==> config.mk <==
export PLATFORM = sky130hd
export DESIGN_NAME = nfc_flash_host
export DESIGN_NICKNAME = d
export VERILOG_FILES = /design/src/pkg/nfc_pkg.sv /design/src/logic/nfc_bus_cycle.sv /design/src/logic/nfc_flash_host.sv
export SDC_FILE = /design/constraint.sdc
export NUM_CORES = 1
export LEC_CHECK = 0
export BUFFER_PORTS_ARGS = -buffer_cell sky130_fd_sc_hd__buf_2
export CAP_MARGIN = 5
export CORE_UTILIZATION = 30
export CTS_CLUSTER_DIAMETER = 120
export DETAILED_ROUTE_END_ITERATION = 8
export GPL_TIMING_DRIVEN = 0
export PLACE_DENSITY = 0.46
export SYNTH_ARGS = -nofsm -noshare
export SYNTH_HDL_FRONTEND = slang
export SYNTH_SLANG_ARGS = --single-unit
==> constraint.sdc <==
create_clock -name clk -period 2.1 [get_ports clk]
set_clock_uncertainty 0.1 [all_clocks]
set_input_delay 0.42 -clock clk [delete_from_list [all_inputs] [get_ports clk]]
set_output_delay 0.42 -clock clk [all_outputs]
set_load 0.05 [all_outputs]
==> src/pkg/nfc_pkg.sv <==
// Package holding register map, flash codes, status fields and bus timing for the flash host.
package nfc_pkg;
  // APB register byte offsets.
  localparam logic [7:0] CTRL_OFF   = 8'h00;
  localparam logic [7:0] ADDR_OFF   = 8'h04;
  localparam logic [7:0] WDATA_OFF  = 8'h08;
  localparam logic [7:0] STAT_OFF   = 8'h0C;
  localparam logic [7:0] RDATA_OFF  = 8'h10;
  localparam logic [7:0] IRQ_OFF    = 8'h14;
  localparam logic [7:0] MASK_OFF   = 8'h18;
  localparam logic [7:0] CTRL_RESET = 8'h00;
  localparam logic [7:0] MASK_RESET = 8'h00;
  // Command codes written into CTRL[2:0].
  localparam logic [2:0] OP_PROGRAM = 3'h1;
  localparam logic [2:0] OP_READ    = 3'h2;
  localparam logic [2:0] OP_SUSPEND = 3'h3;
  localparam logic [2:0] OP_RESUME  = 3'h4;
  localparam logic [2:0] OP_CLEAR   = 3'h5;
  localparam logic [2:0] OP_XSTAT   = 3'h6;
  localparam int         CTRL_CHECK = 3;
  localparam int         CTRL_PWRDN = 4;
  // Flash command bytes.
  localparam logic [7:0] FL_PROGRAM_SETUP = 8'h40;
  localparam logic [7:0] FL_READ_ARRAY    = 8'hFF;
  localparam logic [7:0] FL_SUSPEND       = 8'hB0;
  localparam logic [7:0] FL_RESUME        = 8'hD0;
  localparam logic [7:0] FL_CLEAR_STATUS  = 8'h50;
  localparam logic [7:0] FL_READ_STATUS   = 8'h70;
  localparam logic [7:0] FL_BUFFER_WRITE  = 8'hE8;
  // Status field positions.
  localparam int SR_READY   = 7;
  localparam int SR_SUSP    = 6;
  localparam int SR_PROGERR = 4;
  localparam int SR_VOLTERR = 3;
  localparam int SR_PROTECT = 1;
  localparam int XSR_AVAIL  = 7;
  localparam logic [7:0] SR_KEEP_MASK  = 8'h5A;
  localparam logic [7:0] XSR_KEEP_MASK = 8'h80;
  // Interrupt bits: done, error, suspended, completion indicator released.
  localparam int IRQ_DONE = 0;
  localparam int IRQ_ERR  = 1;
  localparam int IRQ_SUSP = 2;
  localparam int IRQ_IND  = 3;
  // Bus timing: strobe width and recovery, least times rounded up.
  localparam int CLK_NS     = 4;
  localparam int STROBE_NS  = 70;
  localparam int RECOVER_NS = 30;
  localparam int STROBE_CYC  = (STROBE_NS + CLK_NS - 1) / CLK_NS;
  localparam int RECOVER_CYC = (RECOVER_NS + CLK_NS - 1) / CLK_NS;
  typedef enum logic [3:0] {
    ST_IDLE    = 4'b0000,
    ST_CMD     = 4'b0001,
    ST_DATA    = 4'b0010,
    ST_POLL    = 4'b0011,
    ST_CHECK   = 4'b0100,
    ST_ARRAY   = 4'b0101,
    ST_READ    = 4'b0110,
    ST_DONE    = 4'b0111
  } nfc_state_t;
endpackage : nfc_pkg

==> src/logic/nfc_bus_cycle.sv <==
// One flash bus cycle engine: write or read with strobe timing on the parallel pins.
`timescale 1ns/1ps
module nfc_bus_cycle (
  input  wire logic        clk,
  input  wire logic        rst_n,
  input  wire logic        start,
  input  wire logic        isWrite,
  input  wire logic [23:0] addrIn,
  input  wire logic [15:0] dataIn,
  output logic             busy,
  output logic             done,
  output logic [15:0]      dataOut,
  output logic [23:0]      flAddr,
  output logic             flCs,
  output logic             flOe_n,
  output logic             flWe_n,
  output logic [15:0]      flDqOut,
  output logic             flDqOe,
  input  wire logic [15:0] flDqIn
);
  logic [5:0] cnt;
  logic [1:0] phase;
  logic       wr;

  always_ff @(posedge clk or negedge rst_n) begin
    if (!rst_n) begin
      phase   <= 2'h0;
      cnt     <= 6'h00;
      wr      <= 1'b0;
      busy    <= 1'b0;
      done    <= 1'b0;
      dataOut <= 16'h0000;
      flAddr  <= 24'h000000;
      flCs    <= 1'b0;
      flOe_n  <= 1'b1;
      flWe_n  <= 1'b1;
      flDqOut <= 16'h0000;
      flDqOe  <= 1'b0;
    end else begin
      done <= 1'b0;
      unique case (phase)
        2'h0: begin
          if (start) begin
            phase   <= 2'h1;
            busy    <= 1'b1;
            wr      <= isWrite;
            flAddr  <= addrIn;
            flDqOut <= dataIn;
            flDqOe  <= isWrite;
            flCs    <= 1'b1;
            flWe_n  <= !isWrite;
            flOe_n  <= isWrite;
            cnt     <= 6'(nfc_pkg::STROBE_CYC);
          end
        end
        2'h1: begin
          if (cnt == 6'h01) begin
            if (!wr) begin
              dataOut <= flDqIn;
            end
            flWe_n <= 1'b1;
            flOe_n <= 1'b1;
            phase  <= 2'h2;
            cnt    <= 6'(nfc_pkg::RECOVER_CYC);
          end else begin
            cnt <= cnt - 6'h01;
          end
        end
        2'h2: begin
          flDqOe <= 1'b0;
          flCs   <= 1'b0;
          if (cnt == 6'h01) begin
            phase <= 2'h0;
            busy  <= 1'b0;
            done  <= 1'b1;
          end else begin
            cnt <= cnt - 6'h01;
          end
        end
        default: phase <= 2'h0;
      endcase
    end
  end

  chk_strobe_excl: assert property (@(posedge clk) disable iff (!rst_n)
    !(!flWe_n && !flOe_n)) else $error("Write and output enable both active.");
  chk_write_drives: assert property (@(posedge clk) disable iff (!rst_n)
    !flWe_n |-> flDqOe) else $error("Write strobe without data drive.");
endmodule : nfc_bus_cycle

==> src/logic/nfc_flash_host.sv <==
// APB-controlled host that programs, polls, suspends and resumes an asynchronous NOR flash.
// Summary of operation
// - Host masks reserved extended status bits 6 to 0 when polling.
// - Program: write 40H to target, then data to same address.
// - After program, host polls status bit 7 until ready.
// - Host writes FFH to return to array read before reading memory.
// - Full error check after each program or after a series.
// - Host issues clear-status after an error before any retry; the host sends 50H only on OP_CLEAR and does not block a retry.
// - Suspend: write B0H anywhere, poll bit 7 until ready.
// - While suspended host may read array after FFH or program.
// - Write D0H anywhere to resume the suspended erase.
//
// The register addresses and the APB slave port were decided locally.
`timescale 1ns/1ps
module nfc_flash_host (
  input  wire logic        clk,
  input  wire logic        rst_n,
  input  wire logic        psel,
  input  wire logic        penable,
  input  wire logic        pwrite,
  input  wire logic [7:0]  paddr,
  input  wire logic [31:0] pwdata,
  output logic [31:0]      prdata,
  output logic             pready,
  output logic             pslverr,
  output logic             irq,
  output logic [23:0]      flAddr,
  output logic             chip_select_0,
  output logic             flOe_n,
  output logic             flWe_n,
  output logic [15:0]      flDqOut,
  output logic             flDqOe,
  input  wire logic [15:0] flDqIn,
  input  wire logic        completion_indicator,
  output logic             reset_powerdown_n
);
  logic [7:0]  ctrl;
  logic [23:0] addrReg;
  logic [15:0] wdataReg;
  logic [15:0] rdataReg;
  logic [7:0]  status_reg;
  logic [7:0]  extended_status;
  logic [3:0]  irqStat;
  logic [3:0]  irqMask;
  logic        opBusy;
  logic        errSeen;
  nfc_pkg::nfc_state_t state;
  logic [2:0]  op;
  logic        cycStart;
  logic        cycWrite;
  logic [23:0] cycAddr;
  logic [15:0] cycData;
  logic        cycBusy;
  logic        cycDone;
  logic [15:0] cycRd;
  logic        indPrev;
  logic [3:0]  evt;
  logic        apbWr;
  logic        apbRd;
  logic        busCs;

  assign apbWr = psel && penable && pwrite;
  assign apbRd = psel && !penable && !pwrite;

  nfc_bus_cycle u_cycle (
    .clk     (clk),
    .rst_n   (rst_n),
    .start   (cycStart),
    .isWrite (cycWrite),
    .addrIn  (cycAddr),
    .dataIn  (cycData),
    .busy    (cycBusy),
    .done    (cycDone),
    .dataOut (cycRd),
    .flAddr  (flAddr),
    .flCs    (busCs),
    .flOe_n  (flOe_n),
    .flWe_n  (flWe_n),
    .flDqOut (flDqOut),
    .flDqOe  (flDqOe),
    .flDqIn  (flDqIn)
  );
  assign chip_select_0 = busCs;

  // APB register writes; command launch is accepted only when idle.
  always_ff @(posedge clk or negedge rst_n) begin
    if (!rst_n) begin
      ctrl     <= nfc_pkg::CTRL_RESET;
      addrReg  <= 24'h000000;
      wdataReg <= 16'h0000;
      irqMask  <= nfc_pkg::MASK_RESET[3:0];
    end else if (apbWr) begin
      unique case (paddr)
        nfc_pkg::CTRL_OFF:  ctrl     <= pwdata[7:0];
        nfc_pkg::ADDR_OFF:  addrReg  <= pwdata[23:0];
        nfc_pkg::WDATA_OFF: wdataReg <= pwdata[15:0];
        nfc_pkg::MASK_OFF:  irqMask  <= pwdata[3:0];
        default:            ctrl     <= ctrl;
      endcase
    end
  end

  always_ff @(posedge clk or negedge rst_n) begin
    if (!rst_n) begin
      reset_powerdown_n <= 1'b0;
    end else begin
      reset_powerdown_n <= !ctrl[nfc_pkg::CTRL_PWRDN];
    end
  end

  // APB read mux, one wait-free access phase.
  always_ff @(posedge clk or negedge rst_n) begin
    if (!rst_n) begin
      prdata  <= 32'h00000000;
      pready  <= 1'b0;
      pslverr <= 1'b0;
    end else begin
      pready  <= psel && !penable;
      pslverr <= 1'b0;
      if (apbRd) begin
        unique case (paddr)
          nfc_pkg::CTRL_OFF:  prdata <= {24'h000000, ctrl};
          nfc_pkg::ADDR_OFF:  prdata <= {8'h00, addrReg};
          nfc_pkg::WDATA_OFF: prdata <= {16'h0000, wdataReg};
          nfc_pkg::STAT_OFF:  prdata <= {13'h0000, errSeen, opBusy, completion_indicator,
                                         extended_status, status_reg};
          nfc_pkg::RDATA_OFF: prdata <= {16'h0000, rdataReg};
          nfc_pkg::IRQ_OFF:   prdata <= {28'h0000000, irqStat};
          nfc_pkg::MASK_OFF:  prdata <= {28'h0000000, irqMask};
          default: begin
            prdata  <= 32'h00000000;
            pslverr <= 1'b1;
          end
        endcase
      end
    end
  end

  // Sequencer: issues flash commands and polls status.
  always_ff @(posedge clk or negedge rst_n) begin
    if (!rst_n) begin
      state           <= nfc_pkg::ST_IDLE;
      op              <= 3'h0;
      opBusy          <= 1'b0;
      cycStart        <= 1'b0;
      cycWrite        <= 1'b0;
      cycAddr         <= 24'h000000;
      cycData         <= 16'h0000;
      status_reg      <= 8'h00;
      extended_status <= 8'h00;
      rdataReg        <= 16'h0000;
      errSeen         <= 1'b0;
      evt             <= 4'h0;
    end else begin
      cycStart <= 1'b0;
      evt      <= 4'h0;
      unique case (state)
        nfc_pkg::ST_IDLE: begin
          if (apbWr && paddr == nfc_pkg::CTRL_OFF && pwdata[2:0] != 3'h0) begin
            op       <= pwdata[2:0];
            opBusy   <= 1'b1;
            cycStart <= 1'b1;
            cycWrite <= 1'b1;
            cycAddr  <= addrReg;
            state    <= nfc_pkg::ST_CMD;
            unique case (pwdata[2:0])
              nfc_pkg::OP_PROGRAM: cycData <= {8'h00, nfc_pkg::FL_PROGRAM_SETUP};
              nfc_pkg::OP_READ:    cycData <= {8'h00, nfc_pkg::FL_READ_ARRAY};
              nfc_pkg::OP_SUSPEND: cycData <= {8'h00, nfc_pkg::FL_SUSPEND};
              nfc_pkg::OP_RESUME:  cycData <= {8'h00, nfc_pkg::FL_RESUME};
              nfc_pkg::OP_CLEAR:   cycData <= {8'h00, nfc_pkg::FL_CLEAR_STATUS};
              nfc_pkg::OP_XSTAT:   cycData <= {8'h00, nfc_pkg::FL_BUFFER_WRITE};
              default:             cycData <= {8'h00, nfc_pkg::FL_READ_STATUS};
            endcase
          end
        end
        nfc_pkg::ST_CMD: begin
          if (cycDone) begin
            unique case (op)
              nfc_pkg::OP_PROGRAM: begin
                cycStart <= 1'b1;
                cycData  <= wdataReg;
                state    <= nfc_pkg::ST_DATA;
              end
              nfc_pkg::OP_READ: begin
                cycStart <= 1'b1;
                cycWrite <= 1'b0;
                state    <= nfc_pkg::ST_READ;
              end
              nfc_pkg::OP_CLEAR, nfc_pkg::OP_RESUME: begin
                if (op == nfc_pkg::OP_CLEAR) begin
                  errSeen <= 1'b0;
                  status_reg[nfc_pkg::SR_PROGERR] <= 1'b0;
                  status_reg[nfc_pkg::SR_VOLTERR] <= 1'b0;
                  status_reg[nfc_pkg::SR_PROTECT] <= 1'b0;
                end
                state <= nfc_pkg::ST_DONE;
              end
              default: begin
                cycStart <= 1'b1;
                cycWrite <= 1'b0;
                state    <= nfc_pkg::ST_POLL;
              end
            endcase
          end
        end
        nfc_pkg::ST_DATA: begin
          if (cycDone) begin
            cycStart <= 1'b1;
            cycWrite <= 1'b0;
            state    <= nfc_pkg::ST_POLL;
          end
        end
        nfc_pkg::ST_POLL: begin
          // Each new read toggles output enable, which refreshes status.
          if (cycDone) begin
            if (op == nfc_pkg::OP_XSTAT) begin
              extended_status <= cycRd[7:0] & nfc_pkg::XSR_KEEP_MASK;
              if (cycRd[nfc_pkg::XSR_AVAIL]) begin
                state <= nfc_pkg::ST_DONE;
              end else begin
                cycStart <= 1'b1;
              end
            end else if (cycRd[nfc_pkg::SR_READY]) begin
              status_reg <= {1'b1, cycRd[6:0] & nfc_pkg::SR_KEEP_MASK[6:0]};
              state      <= nfc_pkg::ST_CHECK;
            end else begin
              status_reg <= {1'b0, status_reg[6:0]};
              cycStart   <= 1'b1;
            end
          end
        end
        nfc_pkg::ST_CHECK: begin
          // Error check either per program or deferred by software.
          if (ctrl[nfc_pkg::CTRL_CHECK] || op != nfc_pkg::OP_PROGRAM) begin
            if (status_reg[nfc_pkg::SR_PROGERR] || status_reg[nfc_pkg::SR_VOLTERR] ||
                status_reg[nfc_pkg::SR_PROTECT]) begin
              errSeen <= 1'b1;
              evt[nfc_pkg::IRQ_ERR] <= 1'b1;
            end
          end
          if (op == nfc_pkg::OP_SUSPEND && status_reg[nfc_pkg::SR_SUSP]) begin
            evt[nfc_pkg::IRQ_SUSP] <= 1'b1;
          end
          state <= nfc_pkg::ST_DONE;
        end
        nfc_pkg::ST_READ: begin
          if (cycDone) begin
            rdataReg <= cycRd;
            state    <= nfc_pkg::ST_DONE;
          end
        end
        nfc_pkg::ST_DONE: begin
          opBusy <= 1'b0;
          evt[nfc_pkg::IRQ_DONE] <= 1'b1;
          state  <= nfc_pkg::ST_IDLE;
        end
        default: state <= nfc_pkg::ST_IDLE;
      endcase
      // Indicator release: open-drain pin pulled high externally when done.
      if (completion_indicator && !indPrev) begin
        evt[nfc_pkg::IRQ_IND] <= 1'b1;
      end
    end
  end

  always_ff @(posedge clk or negedge rst_n) begin
    if (!rst_n) begin
      indPrev <= 1'b1;
    end else begin
      indPrev <= completion_indicator;
    end
  end

  // Sticky interrupt status, write one to clear, set wins.
  genvar gi;
  generate
    for (gi = 0; gi < 4; gi++) begin : g_irq
      always_ff @(posedge clk or negedge rst_n) begin
        if (!rst_n) begin
          irqStat[gi] <= 1'b0;
        end else if (evt[gi]) begin
          irqStat[gi] <= 1'b1;
        end else if (apbWr && paddr == nfc_pkg::IRQ_OFF && pwdata[gi]) begin
          irqStat[gi] <= 1'b0;
        end
      end
    end
  endgenerate

  always_ff @(posedge clk or negedge rst_n) begin
    if (!rst_n) begin
      irq <= 1'b0;
    end else begin
      irq <= |(irqStat & irqMask);
    end
  end

  chk_setup_then_data: assert property (@(posedge clk) disable iff (!rst_n)
    (state == nfc_pkg::ST_CMD && cycDone && op == nfc_pkg::OP_PROGRAM)
    |=> cycStart && cycData == wdataReg) else $error("Program data not sent.");
  chk_poll_ready: assert property (@(posedge clk) disable iff (!rst_n)
    (state == nfc_pkg::ST_POLL && cycDone && !cycRd[nfc_pkg::SR_READY] &&
     op != nfc_pkg::OP_XSTAT) |=> cycStart && state == nfc_pkg::ST_POLL)
    else $error("Busy status did not repoll.");
  chk_mask_reserved: assert property (@(posedge clk) disable iff (!rst_n)
    (status_reg & ~nfc_pkg::SR_KEEP_MASK & 8'h7F) == 8'h00)
    else $error("Reserved status bits kept.");
  chk_xsr_mask: assert property (@(posedge clk) disable iff (!rst_n)
    extended_status[6:0] == 7'h00) else $error("Reserved extended bits kept.");
  chk_error_flag: assert property (@(posedge clk) disable iff (!rst_n)
    (state == nfc_pkg::ST_CHECK && status_reg[nfc_pkg::SR_PROGERR] &&
     (ctrl[nfc_pkg::CTRL_CHECK] || op != nfc_pkg::OP_PROGRAM)) |=> errSeen)
    else $error("Error not flagged.");
  chk_error_sticky: assert property (@(posedge clk) disable iff (!rst_n)
    (errSeen && !(state == nfc_pkg::ST_CMD && op == nfc_pkg::OP_CLEAR)) |=> errSeen)
    else $error("Error flag dropped without clear.");
  chk_read_after_ff: assert property (@(posedge clk) disable iff (!rst_n)
    (state == nfc_pkg::ST_READ) |-> op == nfc_pkg::OP_READ && cycData[7:0] == 8'hFF)
    else $error("Array read without read-array command.");
  chk_irq_level: assert property (@(posedge clk) disable iff (!rst_n)
    |(irqStat & irqMask) |=> irq) else $error("Interrupt not raised.");
  chk_suspend_evt: assert property (@(posedge clk) disable iff (!rst_n)
    (state == nfc_pkg::ST_CHECK && op == nfc_pkg::OP_SUSPEND && status_reg[6])
    |-> ##2 irqStat[nfc_pkg::IRQ_SUSP] [*2]) else $error("Suspend event lost.");
  cov_program: cover property (@(posedge clk) state == nfc_pkg::ST_DATA);
  cov_suspend: cover property (@(posedge clk) evt[nfc_pkg::IRQ_SUSP]);
  cov_error: cover property (@(posedge clk) evt[nfc_pkg::IRQ_ERR]);
  cov_read: cover property (@(posedge clk) state == nfc_pkg::ST_READ && cycDone);
endmodule : nfc_flash_host

### After elaboration in Yosys (flattened, before gate mapping)

Index checks and enable logic that the tools add are counted.

* add/subtract/negate cells: 1
* equality and inequality tests: 45
* multiplexer cells: 77
* bitwise operators: 3
* reduce and logical (&&, ||, !) cells: 62

Operator list (count)
* one-hot mux 24 bit (7 select lines): 1
* two-way mux 16 bit: 3
* one-hot mux 8 bit (6 select lines): 1
* two-way mux 1 bit: 36
* two-way mux 4 bit: 8
* one-hot mux 16 bit (2 select lines): 1
* == test 8 x 5 -> 1 bit (second input constant): 3
* one-hot mux 4 bit (6 select lines): 1
* nonzero test 2 bit: 10
* == test 3 bit (second input constant): 6
* two-way mux 6 bit: 3
* inequality test 2 x 1 -> 1 bit (second input constant): 9
* one-hot mux 6 bit (3 select lines): 1
* AND reduction 2 bit: 9
* AND reduction 3 bit: 6
* == test 8 x 4 -> 1 bit (second input constant): 2
* inequality test 2 bit (second input constant): 8
* two-way mux 2 bit: 7
* one-hot mux 1 bit (2 select lines): 7
* logical AND 1 bit: 13
* == test 3 x 2 -> 1 bit (second input constant): 4
* == test 4 x 3 -> 1 bit (second input constant): 3
* AND reduction 6 bit: 2
* two-way mux 5 bit: 2
* 30 further kinds: 42

* bits in registers: 240
* output and inout bits: 80
* word-level logic and storage cells: 227

### Depth between registers and ports, before layout

* word-level depth: 6
* depth in mapped cells: 8
* gate-level depth less buffers: 6

### By module

From an unflattened synthesis, not the netlist that was laid out.

* cells, all modules: 886
* area, all modules: 10252.3 um^2

Modules (own cells, without submodules)
* nfc_flash_host: times used 1, cells an instance 589, area each 7255.7 um^2, sequential area each 4030.1 um^2
* nfc_bus_cycle: times used 1, cells an instance 297, area each 2996.6 um^2, sequential area each 1779.2 um^2

### Least setup slack after synthesis

No wires, ideal clock.

* kind: input to register
* start: in paddr[4]
* end: reg cycAddr[18]
* library setup time: 0.125 ns
* arrival time: 2.492 ns
* path slack: -0.617 ns
* stages: 8
* path buffers: 4
* cell sequence: buf_6 -> or4_4 -> buf_6 -> nor3_4 -> or3b_1 -> buf_6 -> buf_6 -> mux2_4

* word-level cells in the longest chain between the ends: 4

Ends and longest elaborated chain
* start, declared: RTL line nfc_flash_host.sv:21 `input wire logic [7:0] paddr,`
* logical NOT 8 bit: RTL line nfc_flash_host.sv:159 `if (apbWr && paddr == nfc_pkg::CTRL_OFF && pwdata[2:0] != 3'h0) begin`
* logical AND 1 bit (2 in series): RTL line nfc_flash_host.sv:159
* AND reduction 2 bit (no line)
* end signal, assigned: RTL line nfc_flash_host.sv:164 `cycAddr <= addrReg;`
* end, declared: RTL line nfc_flash_host.sv:51 `logic [23:0] cycAddr;`

Every way passes these cells.
A chain may end at the register's enable or synchronous reset.

### Worst setup path in the final report

* start: reg state[0]
* end: reg op[0]

* word-level cells in the longest chain between the ends: 2

Ends and longest elaborated chain
* start, declared: RTL line nfc_flash_host.sv:47 `nfc_pkg::nfc_state_t state;`
* start signal, assigned: RTL line nfc_flash_host.sv:142 `state <= nfc_pkg::ST_IDLE;`
* start signal, assigned: RTL line nfc_flash_host.sv:165 `state <= nfc_pkg::ST_CMD;`
* start signal, assigned: RTL line nfc_flash_host.sv:183 `state <= nfc_pkg::ST_DATA;`
* logical NOT 4 bit: RTL line nfc_flash_host.sv:157 `unique case (state)`
* AND reduction 2 bit (no line)
* end signal, assigned: RTL line nfc_flash_host.sv:160 `op <= pwdata[2:0];`
* end, declared: RTL line nfc_flash_host.sv:48 `logic [2:0] op;`

Every way passes these cells.

==> impl_metrics.toml <==
[min_path]
hold-path-cell-count = 2
timing.hold.worst.class = "input pin to flop"
holdCritStartpoint = "flDqIn[7]"
hold_path_end = "u_cycle.dataOut[7]"

[clock_network]
clock_sinks = 231
cts_tree = "built"
htreeDepth = 1
clock_transition_at_the_registers_of_the_reported_paths_ps = 60
clk_root_buffer_cell = "sky130_fd_sc_hd__clkbuf_16"
clock_latency_ps = 530
clk_path_buf_depth = 3
tritoncts.num_buffers = 26

[logic_synthesis]
ys_seq_elements = 231
post_synth_and_or_nand_nor_area_fraction = 0.0822
synth_xor_area_frac = 0.00176
netlist-cell-type-count = 61
syn-mean-instance-area_um2 = 12.9
netlist_area_um2 = 9950
yosys.area_share.adder = 0.00628
synth_flop_cell = "sky130_fd_sc_hd__dfrtp_1"
synth_top_family_by_area = "multiplexers"
synthMostInstantiatedCell = "sky130_fd_sc_hd__dfrtp_1"
synth_commonest_cells = "228 x sky130_fd_sc_hd__dfrtp_1, 149 x sky130_fd_sc_hd__mux2_2, 45 x sky130_fd_sc_hd__nand2_1"
synth_mux_area_frac = 0.204
synth_top_area_share = 0.573
synth_enable_flop_cells = 0
synth-warning-count = 0
postSynthCellCount = 771
yosysSeqAreaShare = 0.581
synthDominantAreaCellType = "sky130_fd_sc_hd__dfrtp_1"
synth-async-reset-ratio = 1.00
synth-compound-area-share = 0.0916
post_synth_main_area_contributors = "sky130_fd_sc_hd__dfrtp_1 57%, sky130_fd_sc_hd__mux2_2 17%, sky130_fd_sc_hd__o21ai_0 2.0%"

[routing]
route.final.wire_length_mm = 26.8
post-route-drc-count = 0
vias = 6705
drt_iter0_drc = 355
wl_per_cell_um = 19.0
post_detailed_route_via_to_cell_ratio = 4.76
final_antenna_net_count = 0
detail_route.first_pass.iterations = 4

[finish]
nFillCells = 3218
syn_to_final_growth_pct = 26.0
final_layout_size_suffix_gt1_frac = 0.436
finish.net_count = 1013

[timing]
finalWorstPathRequiredPeriod_ps = 2060
maxSlewViolCount = 0
setup_total_negative_slack_ps = 0
worstMarginPinSlew_ps = 888
timing.max_slew.rel_slack = 0.403
hold_violations = 0
setup_viol = 0
fmax_ghz = 0.485
fin_ws_ps = 39.3
layout_worst_path_cycle_share = 0.981

[worst_setup_path]
crit_path_class = "flop to flop"
cp-end-kind = "flop"
crit_fanout = 10
critical_path.reg2reg.startpoint = "state[0]"
worst_path_required_time_ps = 2410
r2r-end = "op[0]"
worst-endpoint-arrival_ps = 2370
ff2ff_setup_slack_ps = 40
worst-r2r-cell-count = 5
worst_setup_path_start_kind = "flop"

[die]
ios = 142
coreArea_um2 = 32600
floorplan.die_area_um2 = 33900
die_width_um = 184
starting_density_of_the_core = 0.305
die_h_um = 184
placementRows = 66

[grt]
grt_first_pass_wirelength_mm = 41.8
first_global_vias = 6956
grt_usage = 0.163
grt_antenna_before_repair = 4
grt_max_degree = 104
gr-total-overflow = 0

[power]
vdd_drop_max_v = 0.000643
cellPowerDensity_nw_per_um2 = 894
leakage_nw = 6.26

[placement]
port_buffers = 123
gp_congestion = 0.826
detailedPlacementHpwl_mm = 19.2
dp_worst_setup_slack_ps = -1260

[run_status]
status = "finished, final reports clean"

[job]
timing.max_cap.violations = 0
[metal layers]
layer  GRT usage  vias to the layer above  wire [um]
li1            -                     3147          -
met1       0.228                     3352      12500
met4      0.0497                        4        749
met2       0.251                      158      12000
met5           0                        -         25
met3      0.0356                       44       1510
[timing repair]
| item | CTS | global route |
|---|---|---|
| setup endpoints to repair | 158 | 72 |
| gates cloned | 1 | 0 |
| pin swaps | 7 | 3 |
| gates resized for setup | 40 | 19 |
| endpoints found under the hold margin | 40 | 0 |
| setup buffers | 13 | 7 |
| hold buffers | 3 | 0 |
[kinds of logic (layout without fill, tap and decap cells)]
group / Yosys count / after routing
DFF: 231 / 231
and+or+nand+nor: 152 / 152
AOI/OAI and AO/OA: 135 / 135
other: 1 / 10
muxes: 177 / 177
adders and majority gates: 5 / 5
xor gates and xnor gates: 2 / 2
buffers and inverters: 68 / 255
[worst max-delay path by stage]
stage / startpoint / to / slack, ps / cells after the start
6_report: state[0] / op[0] / 40 / 5
5_1_grt: op[2] / cycData[12] / -1 / 6
4_1_cts: op[0] / cycData[12] / 0.2 / 6
3_5_place_dp: paddr[5] / cycData[12] / -1260 / 7
3_3_place_gp: rst_n / u_cycle.cnt[3] / -3900 / 1
2_1_floorplan: paddr[4] / cycAddr[18] / -470 / 8
[power breakdown]
part	internal, W	switching, W
combinational	0.000566	0.000830
clock	0.00310	0.00185
sequential	0.00469	0.000178
total	0.00836	0.00285
[final cells by class]
type                            count  area (um2)  share of cell area
Antenna cell                        2        5.00            0.000399
Buffer                             42         282              0.0224
Clock buffer                       37         793              0.0632
Clock inverter                     10         155              0.0124
Inverter                           15        56.3             0.00449
Multi-Input combinational cell    479        4010               0.320
Sequential cell                   231        5790               0.462
Tap cell                          442         553              0.0441
Timing Repair Buffer              151         898              0.0716
[through the flow]
stage	instance area (um2)	cells	util	power [W]	hold slack, ps
floorplan	10000	778	-	0.00583	24.4
global placement	11200	1343	0.343	0.00626	308
detailed placement	11300	1347	0.346	0.00628	237
CTS	12500	1405	0.383	0.0114	4.73
global route	12500	1408	0.385	0.0118	10.6
finish	12500	1409	0.385	0.0112	17.3
[placed cells by master, fill, tap and decap left out, drive strengths merged, types with 6 or more instances in the layout]
master and instances:
o21ai 39, a21o 6, nand2 45, a21oi 17, nor2 22, mux2i 17
a22oi 22, nor2b 7, mux2 157, nand3b 6, conb 8, dfrtp 228
clkbuf 62, inv 15, a22o 15, nand2b 8, buf 165, nor3 21
[critical path, stage by stage, from the launching register on]
cell and delay, ps:
sky130_fd_sc_hd__dfrtp_2 410, sky130_fd_sc_hd__or3_4 400, sky130_fd_sc_hd__or3b_4 440, sky130_fd_sc_hd__buf_12 150, sky130_fd_sc_hd__buf_12 140, sky130_fd_sc_hd__mux2_4 290
No activity file was read; power rests on OpenSTA's default activity.
